`src/verilog/cfis_defs.vh`:
```
`ifndef CFIS_DEFS_VH
`define CFIS_DEFS_VH

// ****************************************
// register byte addresses
// ****************************************
`define CFIS_ADDR_DFCNT   8'h00
`define CFIS_ADDR_INTERRUPT_SOURCE_CODE   8'h04
`define CFIS_ADDR_FCTRL   8'h08
`define CFIS_ADDR_FSTAT   8'h0C
`define CFIS_ADDR_IFLAG   8'h10
`define CFIS_ADDR_IENA    8'h14
`define CFIS_ADDR_FREL    8'h18

// ****************************************
// field layout
// ****************************************
`define CFIS_FLAG_MASK    8'hEF
`define CFIS_F_INVALID    7
`define CFIS_F_WAKE       6
`define CFIS_F_ERR        5
`define CFIS_F_FIFO       3
`define CFIS_F_OVF        2
`define CFIS_F_RX         1
`define CFIS_F_TX         0

// ****************************************
// interrupt source codes
// ****************************************
`define CFIS_IC_NONE      7'h40
`define CFIS_IC_ERR       7'h41
`define CFIS_IC_WAKE      7'h42
`define CFIS_IC_OVF       7'h43
`define CFIS_IC_FIFO      7'h44

// ****************************************
// dma buffer count encodings
// ****************************************
`define CFIS_DMA_4        3'h0
`define CFIS_DMA_6        3'h1
`define CFIS_DMA_8        3'h2
`define CFIS_DMA_12       3'h3
`define CFIS_DMA_16       3'h4
`define CFIS_DMA_24       3'h5
`define CFIS_DMA_32       3'h6

`endif

```
`src/verilog/cfis_interrupt_source_code.v`:
```
`timescale 1ns/100ps
`default_nettype none
`include "cfis_defs.vh"

// ****************************************
// interrupt source code encoder
// ****************************************
module cfis_interrupt_source_code (
	input  wire       clk_in,
	input  wire       resetn_in,
	input  wire [7:0] flags_in,   // pending flags
	input  wire [3:0] rx_idx_in,  // last rx buffer
	input  wire [2:0] tx_idx_in,  // last tx buffer
	output reg  [6:0] code_out    // registered code
);

	reg [6:0] code_d; // next code

	// fixed priority, errors first so bus trouble is never hidden
	always @* begin
		if (flags_in[`CFIS_F_ERR]) begin
			code_d = `CFIS_IC_ERR;
		end else if (flags_in[`CFIS_F_WAKE]) begin
			code_d = `CFIS_IC_WAKE;
		end else if (flags_in[`CFIS_F_OVF]) begin
			code_d = `CFIS_IC_OVF;
		end else if (flags_in[`CFIS_F_FIFO]) begin
			code_d = `CFIS_IC_FIFO;
		end else if (flags_in[`CFIS_F_RX]) begin
			code_d = {3'h0, rx_idx_in};
		end else if (flags_in[`CFIS_F_TX]) begin
			code_d = {4'h0, tx_idx_in};
		end else begin
			code_d = `CFIS_IC_NONE;
		end
	end

	// code register, none pending after reset
	always @(posedge clk_in) begin
		if (!resetn_in) begin
			code_out <= `CFIS_IC_NONE;
		end else begin
			code_out <= code_d;
		end
	end

endmodule
`default_nettype wire

```
`src/verilog/cfis_top.v`:
```
// The register offsets and register access over APB were chosen for this implementation.
`timescale 1ns/100ps
`default_nettype none
`include "cfis_defs.vh"

module cfis_top (
	input  wire        clk_in,
	input  wire        resetn_in,
	// apb slave
	input  wire        psel_in,
	input  wire        penable_in,
	input  wire        pwrite_in,
	input  wire [7:0]  paddr_in,
	input  wire [31:0] pwdata_in,
	output reg  [31:0] prdata_out,
	output reg         pready_out,
	output reg         pslverr_out,
	// error state from the protocol engine
	input  wire        tx_bus_off_in,
	input  wire        tx_error_passive_in,
	input  wire        rx_error_passive_in,
	input  wire        tx_error_warning_in,
	input  wire        rx_error_warning_in,
	// event pulses from the protocol engine
	input  wire        invalid_message_in,
	input  wire        wakeup_in,
	input  wire        rx_overflow_in,
	input  wire        rx_store_in,
	input  wire        rx_to_fifo_in,
	input  wire [3:0]  rx_buf_idx_in,
	input  wire [3:0]  matched_filter_in,
	input  wire        tx_done_in,
	input  wire [2:0]  tx_buf_idx_in,
	// outputs to the engine and the cpu
	output reg         data_filter_en_out,
	output reg  [4:0]  data_filter_bits_out,
	output reg  [5:0]  dma_buffers_out,
	output reg  [5:0]  fifo_write_ptr_out,
	output reg         irq_out
);

	// ****************************************
	// apb handshake
	// ****************************************
	wire       req;      // access phase seen
	wire       done;     // completing edge
	wire       wr;       // completing write
	wire       mapped;   // address decodes
	reg        rd_hit;   // decode result

	assign req  = psel_in & penable_in;
	assign done = req & pready_out;
	assign wr   = done & pwrite_in;

	// one wait state: ready rises one edge after access starts
	always @(posedge clk_in) begin
		if (!resetn_in) begin
			pready_out <= 1'b0;
		end else begin
			pready_out <= req & ~pready_out;
		end
	end

	// ****************************************
	// software registers
	// ****************************************
	reg [4:0] dfcnt_q;     // data filter bit count
	reg [2:0] dma_buffer_count_q;     // dma buffer count code
	reg [4:0] fstart_q;    // fifo start buffer
	reg [7:0] iena_q;      // interrupt enables
	reg [7:0] flags_q;     // interrupt flags
	reg [7:0] flags_d;     // next flags
	reg [5:0] status_q;    // error state bits
	reg [5:0] status_d;    // live error state
	reg [3:0] filt_q;      // matched filter number
	reg [3:0] rxidx_q;     // last rx buffer
	reg [2:0] txidx_q;     // last tx buffer
	reg [5:0] wptr_q;      // fifo write pointer
	reg [5:0] rptr_q;      // fifo next read pointer
	reg [5:0] fcnt_q;      // fifo occupancy
	wire [6:0] interrupt_source_code;      // encoded source

	wire wr_dfcnt = wr & (paddr_in == `CFIS_ADDR_DFCNT);
	wire wr_fctrl = wr & (paddr_in == `CFIS_ADDR_FCTRL);
	wire wr_flag  = wr & (paddr_in == `CFIS_ADDR_IFLAG);
	wire wr_iena  = wr & (paddr_in == `CFIS_ADDR_IENA);
	wire wr_frel  = wr & (paddr_in == `CFIS_ADDR_FREL);

	// control registers written by software
	always @(posedge clk_in) begin
		if (!resetn_in) begin
			dfcnt_q  <= 5'h00;
			dma_buffer_count_q  <= `CFIS_DMA_4;
			fstart_q <= 5'h00;
			iena_q   <= 8'h00;
		end else begin
			// odd values are software's to avoid, stored as given
			if (wr_dfcnt) begin
				dfcnt_q <= pwdata_in[4:0];
			end
			if (wr_fctrl) begin
				dma_buffer_count_q  <= pwdata_in[15:13];
				fstart_q <= pwdata_in[4:0];
			end
			if (wr_iena) begin
				iena_q <= pwdata_in[7:0] & `CFIS_FLAG_MASK;
			end
		end
	end

	// ****************************************
	// data byte filter control
	// ****************************************
	// engine compares nothing when the count is zero
	always @(posedge clk_in) begin
		if (!resetn_in) begin
			data_filter_en_out   <= 1'b0;
			data_filter_bits_out <= 5'h00;
		end else begin
			data_filter_en_out   <= (dfcnt_q != 5'h00);
			data_filter_bits_out <= dfcnt_q;
		end
	end

	// ****************************************
	// fifo area and pointers
	// ****************************************
	// buffers in dma memory; reserved code acts as largest
	function [5:0] dma_count;
		input [2:0] code;
		begin
			case (code)
				`CFIS_DMA_4:  dma_count = 6'h04;
				`CFIS_DMA_6:  dma_count = 6'h06;
				`CFIS_DMA_8:  dma_count = 6'h08;
				`CFIS_DMA_12: dma_count = 6'h0C;
				`CFIS_DMA_16: dma_count = 6'h10;
				`CFIS_DMA_24: dma_count = 6'h18;
				default:      dma_count = 6'h20;
			endcase
		end
	endfunction

	wire [5:0] nbuf  = dma_count(dma_buffer_count_q);
	wire [5:0] last  = nbuf - 6'h01;             // top buffer
	wire [5:0] start = {1'b0, fstart_q};
	// fifo size, one at least so a bad start cannot underflow
	wire [5:0] fsize = (start > last) ? 6'h01 : (nbuf - start);

	// step with wrap from top buffer back to the start
	function [5:0] next_ptr;
		input [5:0] p;
		input [5:0] s;
		input [5:0] l;
		begin
			next_ptr = (p >= l) ? s : (p + 6'h01);
		end
	endfunction

	wire store = rx_store_in & rx_to_fifo_in;  // message into fifo
	wire rel   = wr_frel & (fcnt_q != 6'h00);  // buffer released
	wire afull = store & ~rel & (fcnt_q + 6'h02 == fsize);

	// pointers restart at the start buffer when the area moves
	always @(posedge clk_in) begin
		if (!resetn_in) begin
			wptr_q <= 6'h00;
			rptr_q <= 6'h00;
			fcnt_q <= 6'h00;
		end else if (wr_fctrl) begin
			wptr_q <= {1'b0, pwdata_in[4:0]};
			rptr_q <= {1'b0, pwdata_in[4:0]};
			fcnt_q <= 6'h00;
		end else begin
			if (store) begin
				wptr_q <= next_ptr(wptr_q, start, last);
			end
			if (rel) begin
				rptr_q <= next_ptr(rptr_q, start, last);
			end
			// occupancy saturates; overflow is the engine's report
			if (store & ~rel & (fcnt_q != fsize)) begin
				fcnt_q <= fcnt_q + 6'h01;
			end else if (rel & ~store) begin
				fcnt_q <= fcnt_q - 6'h01;
			end
		end
	end

	// pointer and size outputs for the engine
	always @(posedge clk_in) begin
		if (!resetn_in) begin
			fifo_write_ptr_out <= 6'h00;
			dma_buffers_out    <= 6'h04;
		end else begin
			fifo_write_ptr_out <= wptr_q;
			dma_buffers_out    <= nbuf;
		end
	end

	// ****************************************
	// error state and flags
	// ****************************************
	always @* begin
		status_d[5] = tx_bus_off_in;
		status_d[4] = tx_error_passive_in;
		status_d[3] = rx_error_passive_in;
		status_d[2] = tx_error_warning_in;
		status_d[1] = rx_error_warning_in;
		status_d[0] = tx_error_warning_in | rx_error_warning_in;
	end

	// set terms win over a clear in the same cycle
	always @* begin
		flags_d = flags_q;
		if (wr_flag) begin
			flags_d = flags_q & (pwdata_in[7:0] | ~`CFIS_FLAG_MASK);
		end
		// no mode gating: wake-up sets even while disabled
		flags_d[`CFIS_F_WAKE]    = flags_d[`CFIS_F_WAKE] | wakeup_in;
		flags_d[`CFIS_F_INVALID] = flags_d[`CFIS_F_INVALID] | invalid_message_in;
		flags_d[`CFIS_F_ERR]  = flags_d[`CFIS_F_ERR] | (status_d != status_q);
		flags_d[`CFIS_F_FIFO] = flags_d[`CFIS_F_FIFO] | afull;
		flags_d[`CFIS_F_OVF]  = flags_d[`CFIS_F_OVF] | rx_overflow_in;
		flags_d[`CFIS_F_RX]   = flags_d[`CFIS_F_RX] | rx_store_in;
		flags_d[`CFIS_F_TX]   = flags_d[`CFIS_F_TX] | tx_done_in;
		flags_d = flags_d & `CFIS_FLAG_MASK;
	end

	// flags, status and last event indices
	always @(posedge clk_in) begin
		if (!resetn_in) begin
			flags_q  <= 8'h00;
			status_q <= 6'h00;
			filt_q   <= 4'h0;
			rxidx_q  <= 4'h0;
			txidx_q  <= 3'h0;
		end else begin
			flags_q  <= flags_d;
			status_q <= status_d;
			if (rx_store_in) begin
				filt_q  <= matched_filter_in;
				rxidx_q <= rx_buf_idx_in;
			end
			if (tx_done_in) begin
				txidx_q <= tx_buf_idx_in;
			end
		end
	end

	// interrupt request, flag and enable at same position
	always @(posedge clk_in) begin
		if (!resetn_in) begin
			irq_out <= 1'b0;
		end else begin
			irq_out <= |(flags_q & iena_q);
		end
	end

	// ****************************************
	// interrupt code encoder
	// ****************************************
	cfis_interrupt_source_code u_interrupt_source_code (
		.clk_in    (clk_in),
		.resetn_in (resetn_in),
		.flags_in  (flags_q),
		.rx_idx_in (rxidx_q),
		.tx_idx_in (txidx_q),
		.code_out  (interrupt_source_code)
	);

	// ****************************************
	// read mux
	// ****************************************
	reg [31:0] rdata; // selected word

	// upper bits stay zero on every register
	always @* begin
		rd_hit = 1'b1;
		rdata  = 32'h00000000;
		case (paddr_in)
			`CFIS_ADDR_DFCNT: begin
				rdata[4:0] = dfcnt_q;
			end
			`CFIS_ADDR_INTERRUPT_SOURCE_CODE: begin
				rdata[12:8] = {1'b0, filt_q};
				rdata[6:0]  = interrupt_source_code;
			end
			`CFIS_ADDR_FCTRL: begin
				rdata[15:13] = dma_buffer_count_q;
				rdata[4:0]   = fstart_q;
			end
			`CFIS_ADDR_FSTAT: begin
				rdata[13:8] = wptr_q;
				rdata[5:0]  = rptr_q;
			end
			`CFIS_ADDR_IFLAG: begin
				rdata[13:8] = status_q;
				rdata[7:0]  = flags_q;
			end
			`CFIS_ADDR_IENA: begin
				rdata[7:0] = iena_q;
			end
			`CFIS_ADDR_FREL: begin
				rdata = 32'h00000000;
			end
			default: begin
				rd_hit = 1'b0; // unmapped
			end
		endcase
	end

	assign mapped = rd_hit;

	// data and error captured in the wait cycle
	always @(posedge clk_in) begin
		if (!resetn_in) begin
			prdata_out  <= 32'h00000000;
			pslverr_out <= 1'b0;
		end else if (req & ~pready_out) begin
			prdata_out  <= pwrite_in ? 32'h00000000 : rdata;
			pslverr_out <= ~mapped;
		end else begin
			prdata_out  <= 32'h00000000;
			pslverr_out <= 1'b0;
		end
	end

endmodule
`default_nettype wire
```
`config.mk`:
```
export PLATFORM = sky130hd
export DESIGN_NAME = cfis_top
export DESIGN_NICKNAME = d
export VERILOG_FILES = /design/src/verilog/cfis_interrupt_source_code.v /design/src/verilog/cfis_top.v
export VERILOG_INCLUDE_DIRS = /design/src /design/src/verilog
export SDC_FILE = /design/constraint.sdc
export NUM_CORES = 1
export LEC_CHECK = 0
export BUFFER_PORTS_ARGS = -buffer_cell sky130_fd_sc_hd__clkbuf_2
export CAP_MARGIN = 20
export CELL_PAD_IN_SITES_DETAIL_PLACEMENT = 2
export CELL_PAD_IN_SITES_GLOBAL_PLACEMENT = 2
export CORE_MARGIN = 2
export CORE_UTILIZATION = 35
export DETAILED_ROUTE_END_ITERATION = 12
export PLACE_DENSITY_LB_ADDON = 0.1
export SLEW_MARGIN = 5
export SYNTH_ARGS = -nofsm -noshare
export SYNTH_HDL_FRONTEND = slang
export SYNTH_HIERARCHICAL = 1
export SYNTH_SLANG_ARGS = --single-unit
```
`constraint.sdc`:
```
create_clock -name clk_in -period 9.5 [get_ports clk_in]
set_input_delay 2.85 -clock clk_in [delete_from_list [all_inputs] [get_ports clk_in]]
set_output_delay 2.85 -clock clk_in [all_outputs]
set_load 0.02 [all_outputs]
```
# Word-level counts from Yosys, hierarchy flattened

Index checks and enable logic that the tools add are counted.

Eq/ne operators: 14
$add $sub $neg: 7
Mux-type cells: 24
Bitwise gates (word level): 32
$lt $le $gt $ge: 3
Reduce and logical (&&, ||, !) cells: 17

Operators with widths:

| cell                                                               | count |
|---|---|
| 6-bit case mux with 6 select lines                                 | 1 |
| 6-bit two-way mux                                                  | 5 |
| 5-bit case mux with 6 select lines                                 | 1 |
| 8-bit by 5-bit == test with 1-bit output, second input constant    | 3 |
| 5-bit two-way mux                                                  | 4 |
| 6-bit by 1-bit adder with 6-bit output, second input constant      | 3 |
| 8-bit AND                                                          | 2 |
| 8-bit by 4-bit == test with 1-bit output, second input constant    | 2 |
| 1-bit AND                                                          | 15 |
| 5-bit case mux with 3 select lines                                 | 1 |
| 7-bit two-way mux                                                  | 2 |
| 6-bit greater-or-equal comparator                                  | 2 |
| 6-bit != test                                                      | 2 |
| 6-bit by 1-bit subtractor with 6-bit output, second input constant | 2 |
| 8-bit by 3-bit == test with 1-bit output, second input constant    | 1 |
| 8-bit logical NOT                                                  | 1 |
| 8-bit two-way mux                                                  | 1 |
| 1-bit OR                                                           | 8 |
| 4-bit OR reduction                                                 | 2 |
| 8-bit OR reduction                                                 | 1 |
| 1-bit NOT                                                          | 7 |
| 7-bit OR reduction                                                 | 1 |
| 6-bit by 2-bit adder with 6-bit output, second input constant      | 1 |
| 3-bit by 2-bit == test with 1-bit output, second input constant    | 2 |
| other kinds (20)                                                   | 27 |

Flip-flop bits (word level): 123
Logic and storage cells: 127
Output and inout port bits: 53
Input bits: 67

# Logic depth before layout (Yosys ltp)

Depth in word-level cells: 9
Depth in mapped cells: 20
Mapped depth without buffers: 19

# Modules after synthesis

The synthesis kept the hierarchy.

By module, submodules not included:

| module                     | area an instance (um^2) | times used | cells an instance | seq. area each (um^2) |
|---|---|---|---|---|
| cfis_top                   | 5387.7                  | 1          | 614               | 1961.9 |
| cfis_interrupt_source_code | 229.0                   | 1          | 23                | 100.1 |

# Worst setup path after synthesis

OpenSTA, ideal clock, no wires.

Kind: in2reg
Start: input paddr_in[1]
End: register fcnt_q[5]
Stages: 14
Setup time: 0.121 ns
Data required time: 9.379 ns
Path slack: 3.460 ns
Arrival time: 5.919 ns
Path buffers: 1
Cells stage by stage: or4_4 -> or3b_1 -> buf_6 -> or3_2 -> nand2_1 -> or2_2 -> ha_1 -> a211oi_1 -> o21bai_1 -> a21oi_1 -> nand2_1 -> o2111ai_1 -> o21ai_1 -> mux2_2

Word-level cells in the longest chain between the ends: 7
Elaborated cells on any way between the ends: 12
Those cells by class: eq/ne (2); mux (1); bitwise (7); reduce/logical (2)

Ends and longest elaborated chain:

| item                                                    | RTL line       | RTL |
|---|---|---|
| start: declaration                                      | cfis_top.v:13  | `input wire [7:0] paddr_in,` |
| 8-bit by 5-bit == test with 1-bit output                | --             |  |
| 1-bit AND                                               | cfis_top.v:87  | `` wire wr_frel = wr & (paddr_in == `CFIS_ADDR_FREL); `` |
| 1-bit AND                                               | cfis_top.v:161 | `wire rel = wr_frel & (fcnt_q != 6'h00);` |
| 1-bit NOT                                               | cfis_top.v:182 | `if (store & ~rel & (fcnt_q != fsize)) begin` |
| 1-bit AND (2 in series)                                 | cfis_top.v:182 |  |
| 6-bit two-way mux or 2-bit nonzero test (tied branches) | --             |  |
| end signal: assignment                                  | cfis_top.v:183 | `fcnt_q <= fcnt_q + 6'h01;` |
| end signal: assignment                                  | cfis_top.v:185 | `fcnt_q <= fcnt_q - 6'h01;` |
| end: declaration                                        | cfis_top.v:80  | `reg [5:0] fcnt_q;` |

Parallel ways exist; a longest one is shown, timed or not.
A chain may end at the register's enable or synchronous reset.

# Worst setup path after layout

Same ends and word-level chain as after synthesis.

==> impl_results.md <==
- Initial antenna violation count: 0
- WP data required: 9.75 ns
- Fin crit share: about 66%
- Register area share after synthesis: 36.7%
- Slew headroom: between 30% and 40%
- Total CTS buffers: 9
- Global Route Usage Sum: 22.4%
- Logic pwr share: between 10% and 20%
- Post-layout minimum cycle time: 6.24 ns
- GR Overflow Total: 0
- WP data arrival: about 6.5 ns
- DP HPWL: about 14000 um
- Clock transition at path regs: roughly 0.080 ns
- Maximum vdd drop: 89.9 uV
- Area Growth Syn to Fin: 13.4%
- Detail Route Antenna Nets: 0
- Max Slew Vio Count: 0
- # IOs: between 100 and 150
- Startpoint Class: input pin
- CP Class: in -> reg
- Avg WL per Cell: 20.2 um
- N_diodes: 0
- Die height: 131 um
- Placeable core area: around 16000 um^2
- Critical path endpoint category: flip-flop
- Post-Syn Instances: between 600 and 700
- Vias: 5007
- Detailed Routing Iterations Pass 1: 8
- Most common cell in the netlist: dfxtp_1
- DR vias/cell: 5.43
- Status: complete, no violations
- CTS Hold Bufs: 0
- Setup Buffers After CTS: 0
- Yosys top cell area share: 36.7%
- Hold Crit Class: reg -> reg
- Unrepaired setup endpoints after global routing: no
- # port buffers: 81
- CTS tree: yes
- Clock Power Share: 38.1%
- Ys Warns: 6
- Synth unique cells: 75
- Setup violators final: 0
- Vias in the first global route: between 5000 and 6000
- GPL Wtd Cong: approximately 0.8
- TritonCTS Sinks: roughly 100
- Max clock buf depth: 2
- Fin. Hold Viols: 0
- Worst-path maximum fanout: 5
- PwrDens: about 150 nW/um^2
- Share of cells above drive strength 1: 18.6%
- First-pass GRT wire length: 29300 um
- Worst Tran Pin Value: 0.918 ns
- Setup TNS: 0 ns
- Largest net degree at the start of global routing: 51
- Syn_area_per_cell: 8.82 um^2
- P_sw: about 0.00028 W
- PostCTS Resize Cnt: 0
- CTS root buffer: clkbuf_16
- Reg power frac: a little under half
- FF+latch count, synth: between 100 and 150
- Async SR Flop Fraction: 0%
- Synth Flop Type: dfxtp_1
- Leakage Power: 2.63 nW
- Residual DRC: 0
- Most instantiated cells after synthesis: dfxtp_1 (103), nor2_1 (56), nand2_1 (54), a21oi_1 (43), mux2i_1 (32)
- Final core utilization: 40.4%
- Initial drt markers: 237
- Die area: about 17000 um^2
- Net Sw Frac: 28.9%
- # rows: 46
- Syn Std Cell Area: 5620 um^2
- Max_cap viols: 0
- H-tree depth: 3
- Fmax: between 0.15 and 0.2 GHz
- Routed WL: 18600 um
- Initial Util: a little over a third
- Int Pwr: between 0.0006 and 0.0007 W
- Skew final: about 0.01 ns
- Post-synth EDFFs: 0
- Chip width: between 100 and 150 um
- Final net count: roughly 790
- Clk Latency, worst-skew pair: ~0.35 ns
- Synth top area cells: dfxtp_1 (37%), mux2i_1 (5.7%), ha_1 (4.9%)
- Cell taking the most area after synthesis: dfxtp_1
[critical path: stages]
cell and delay (ns):
clkbuf_2 0.08, or4_4 0.55, or3b_1 0.52, or3_2 0.57, nand2_1 0.12, or2_2 0.19, ha_1 0.26, a211oi_1 0.28
o21bai_1 0.12, a21oi_1 0.29, nand2_1 0.17, xor2_1 0.17, nor2_1 0.06, mux2_2 0.27
[routing by layer]
layer	part of all wire, %	up-vias	track usage [%]	wire length [um]
li1	-	2370	-	-
met1	46	2542	28.9	8630
met2	50	82	40.0	9280
met3	2.5	13	2.69	459
met4	1.1	0	5.32	209
met5	0	-	0	0
[kinds of logic after synthesis]
family,Yosys count,share of synthesized area [%]
mux,43,7.91
flops,103,36.7
other cells,2,0.134
simple gates,220,20.2
xor+xnor,26,4.32
buf+inv,69,6.91
fa+ha+maj,25,5.97
compound gates,149,17.8
[cell usage in the layout (no fill, tap or decap), types with 4 or more instances in the layout]
master     count
o211ai_1       6
xnor2_1       15
and3_1         7
nand4_1        5
o22ai_1        5
dfxtp_1      103
nor2_1        56
nor4_1         4
a21boi_0       4
o21ai_0       18
a21oi_1       43
conb_1        19
nand2_1       54
inv_1         19
a222oi_1       4
nor2b_1        6
mux2_2        11
a31oi_1        6
buf_4          4
clkbuf_16      9
xor2_1        10
nand3_1       18
a22oi_1       17
clkbuf_2      81
ha_1          22
nor3_1        13
mux2i_1       32
a21o_1        10
and2_1        20
nand2b_1       4
nand3b_1       4
or3_1          4
or2_2          4
[power groups by stage]
| stage | clock network [W] | registers [W] | logic [W] |
|---|---|---|---|
| 4_1_cts | 0.000379 | 0.000465 | 0.000135 |
| 6_report | 0.000369 | 0.000465 | 0.000135 |
| 2_1_floorplan | 0 | 0.000464 | 0.000108 |
| 3_3_place_gp | 0 | 0.000474 | 0.000124 |
| 3_5_place_dp | 0 | 0.000475 | 0.000133 |
| 5_1_grt | 0.000399 | 0.000467 | 0.000149 |
[final cells by class]
| cell class | instances | area, um^2 |
|---|---|---|
| fill | 1833 | 9400 |
| multi-input combinational | 482 | 3240 |
| inverter | 20 | 75.1 |
| sequential | 103 | 2060 |
| tap | 216 | 270 |
| timing repair buffer | 85 | 435 |
| clock inverter | 6 | 52.6 |
| clock buffer | 10 | 239 |
[per-stage QoR]
step                      power, W  cell area (um^2)  cells  setup slack (ns)  hold WS (ns)
after global placement    0.000598              6080    906              3.15         0.475
after floorplan           0.000572              5680    654              3.46         0.452
final                     0.000969              6370    922              3.26         0.506
after global routing       0.00102              6370    922              3.07         0.536
after CTS                 0.000979              6370    922              3.26         0.512
after detailed placement  0.000608              6080    906              2.93         0.489
[final timing paths]
| check | from | to | slack, ns | cells past startpoint |
|---|---|---|---|---|
| worst max-delay path | paddr_in[1] | fcnt_q[5] | 3.26 | 14 |
| worst min-delay path | filt_q[2] | filt_q[2] | 0.51 | 2 |
| worst max register to register | dma_buffer_count_q[0] | fcnt_q[5] | 4.21 | 18 |
| worst min register to register | filt_q[2] | filt_q[2] | 0.51 | 2 |
[flip-flops by register name (all words and copies together) (netlist names)]
signal	flops
prdata_out	16
flags_q	7
iena_q	7
fcnt_q	6
fifo_write_ptr_out	6
rptr_q	6
status_q	6
wptr_q	6
data_filter_bits_out	5
dfcnt_q	5
dma_buffers_out	5
fstart_q	5
u_interrupt_source_code/code_out	5
filt_q	4
rxidx_q	4
dma_buffer_count_q	3
txidx_q	3
data_filter_en_out	1
irq_out	1
pready_out	1
pslverr_out	1
Note: power is estimated with default switching activity, not from simulation.
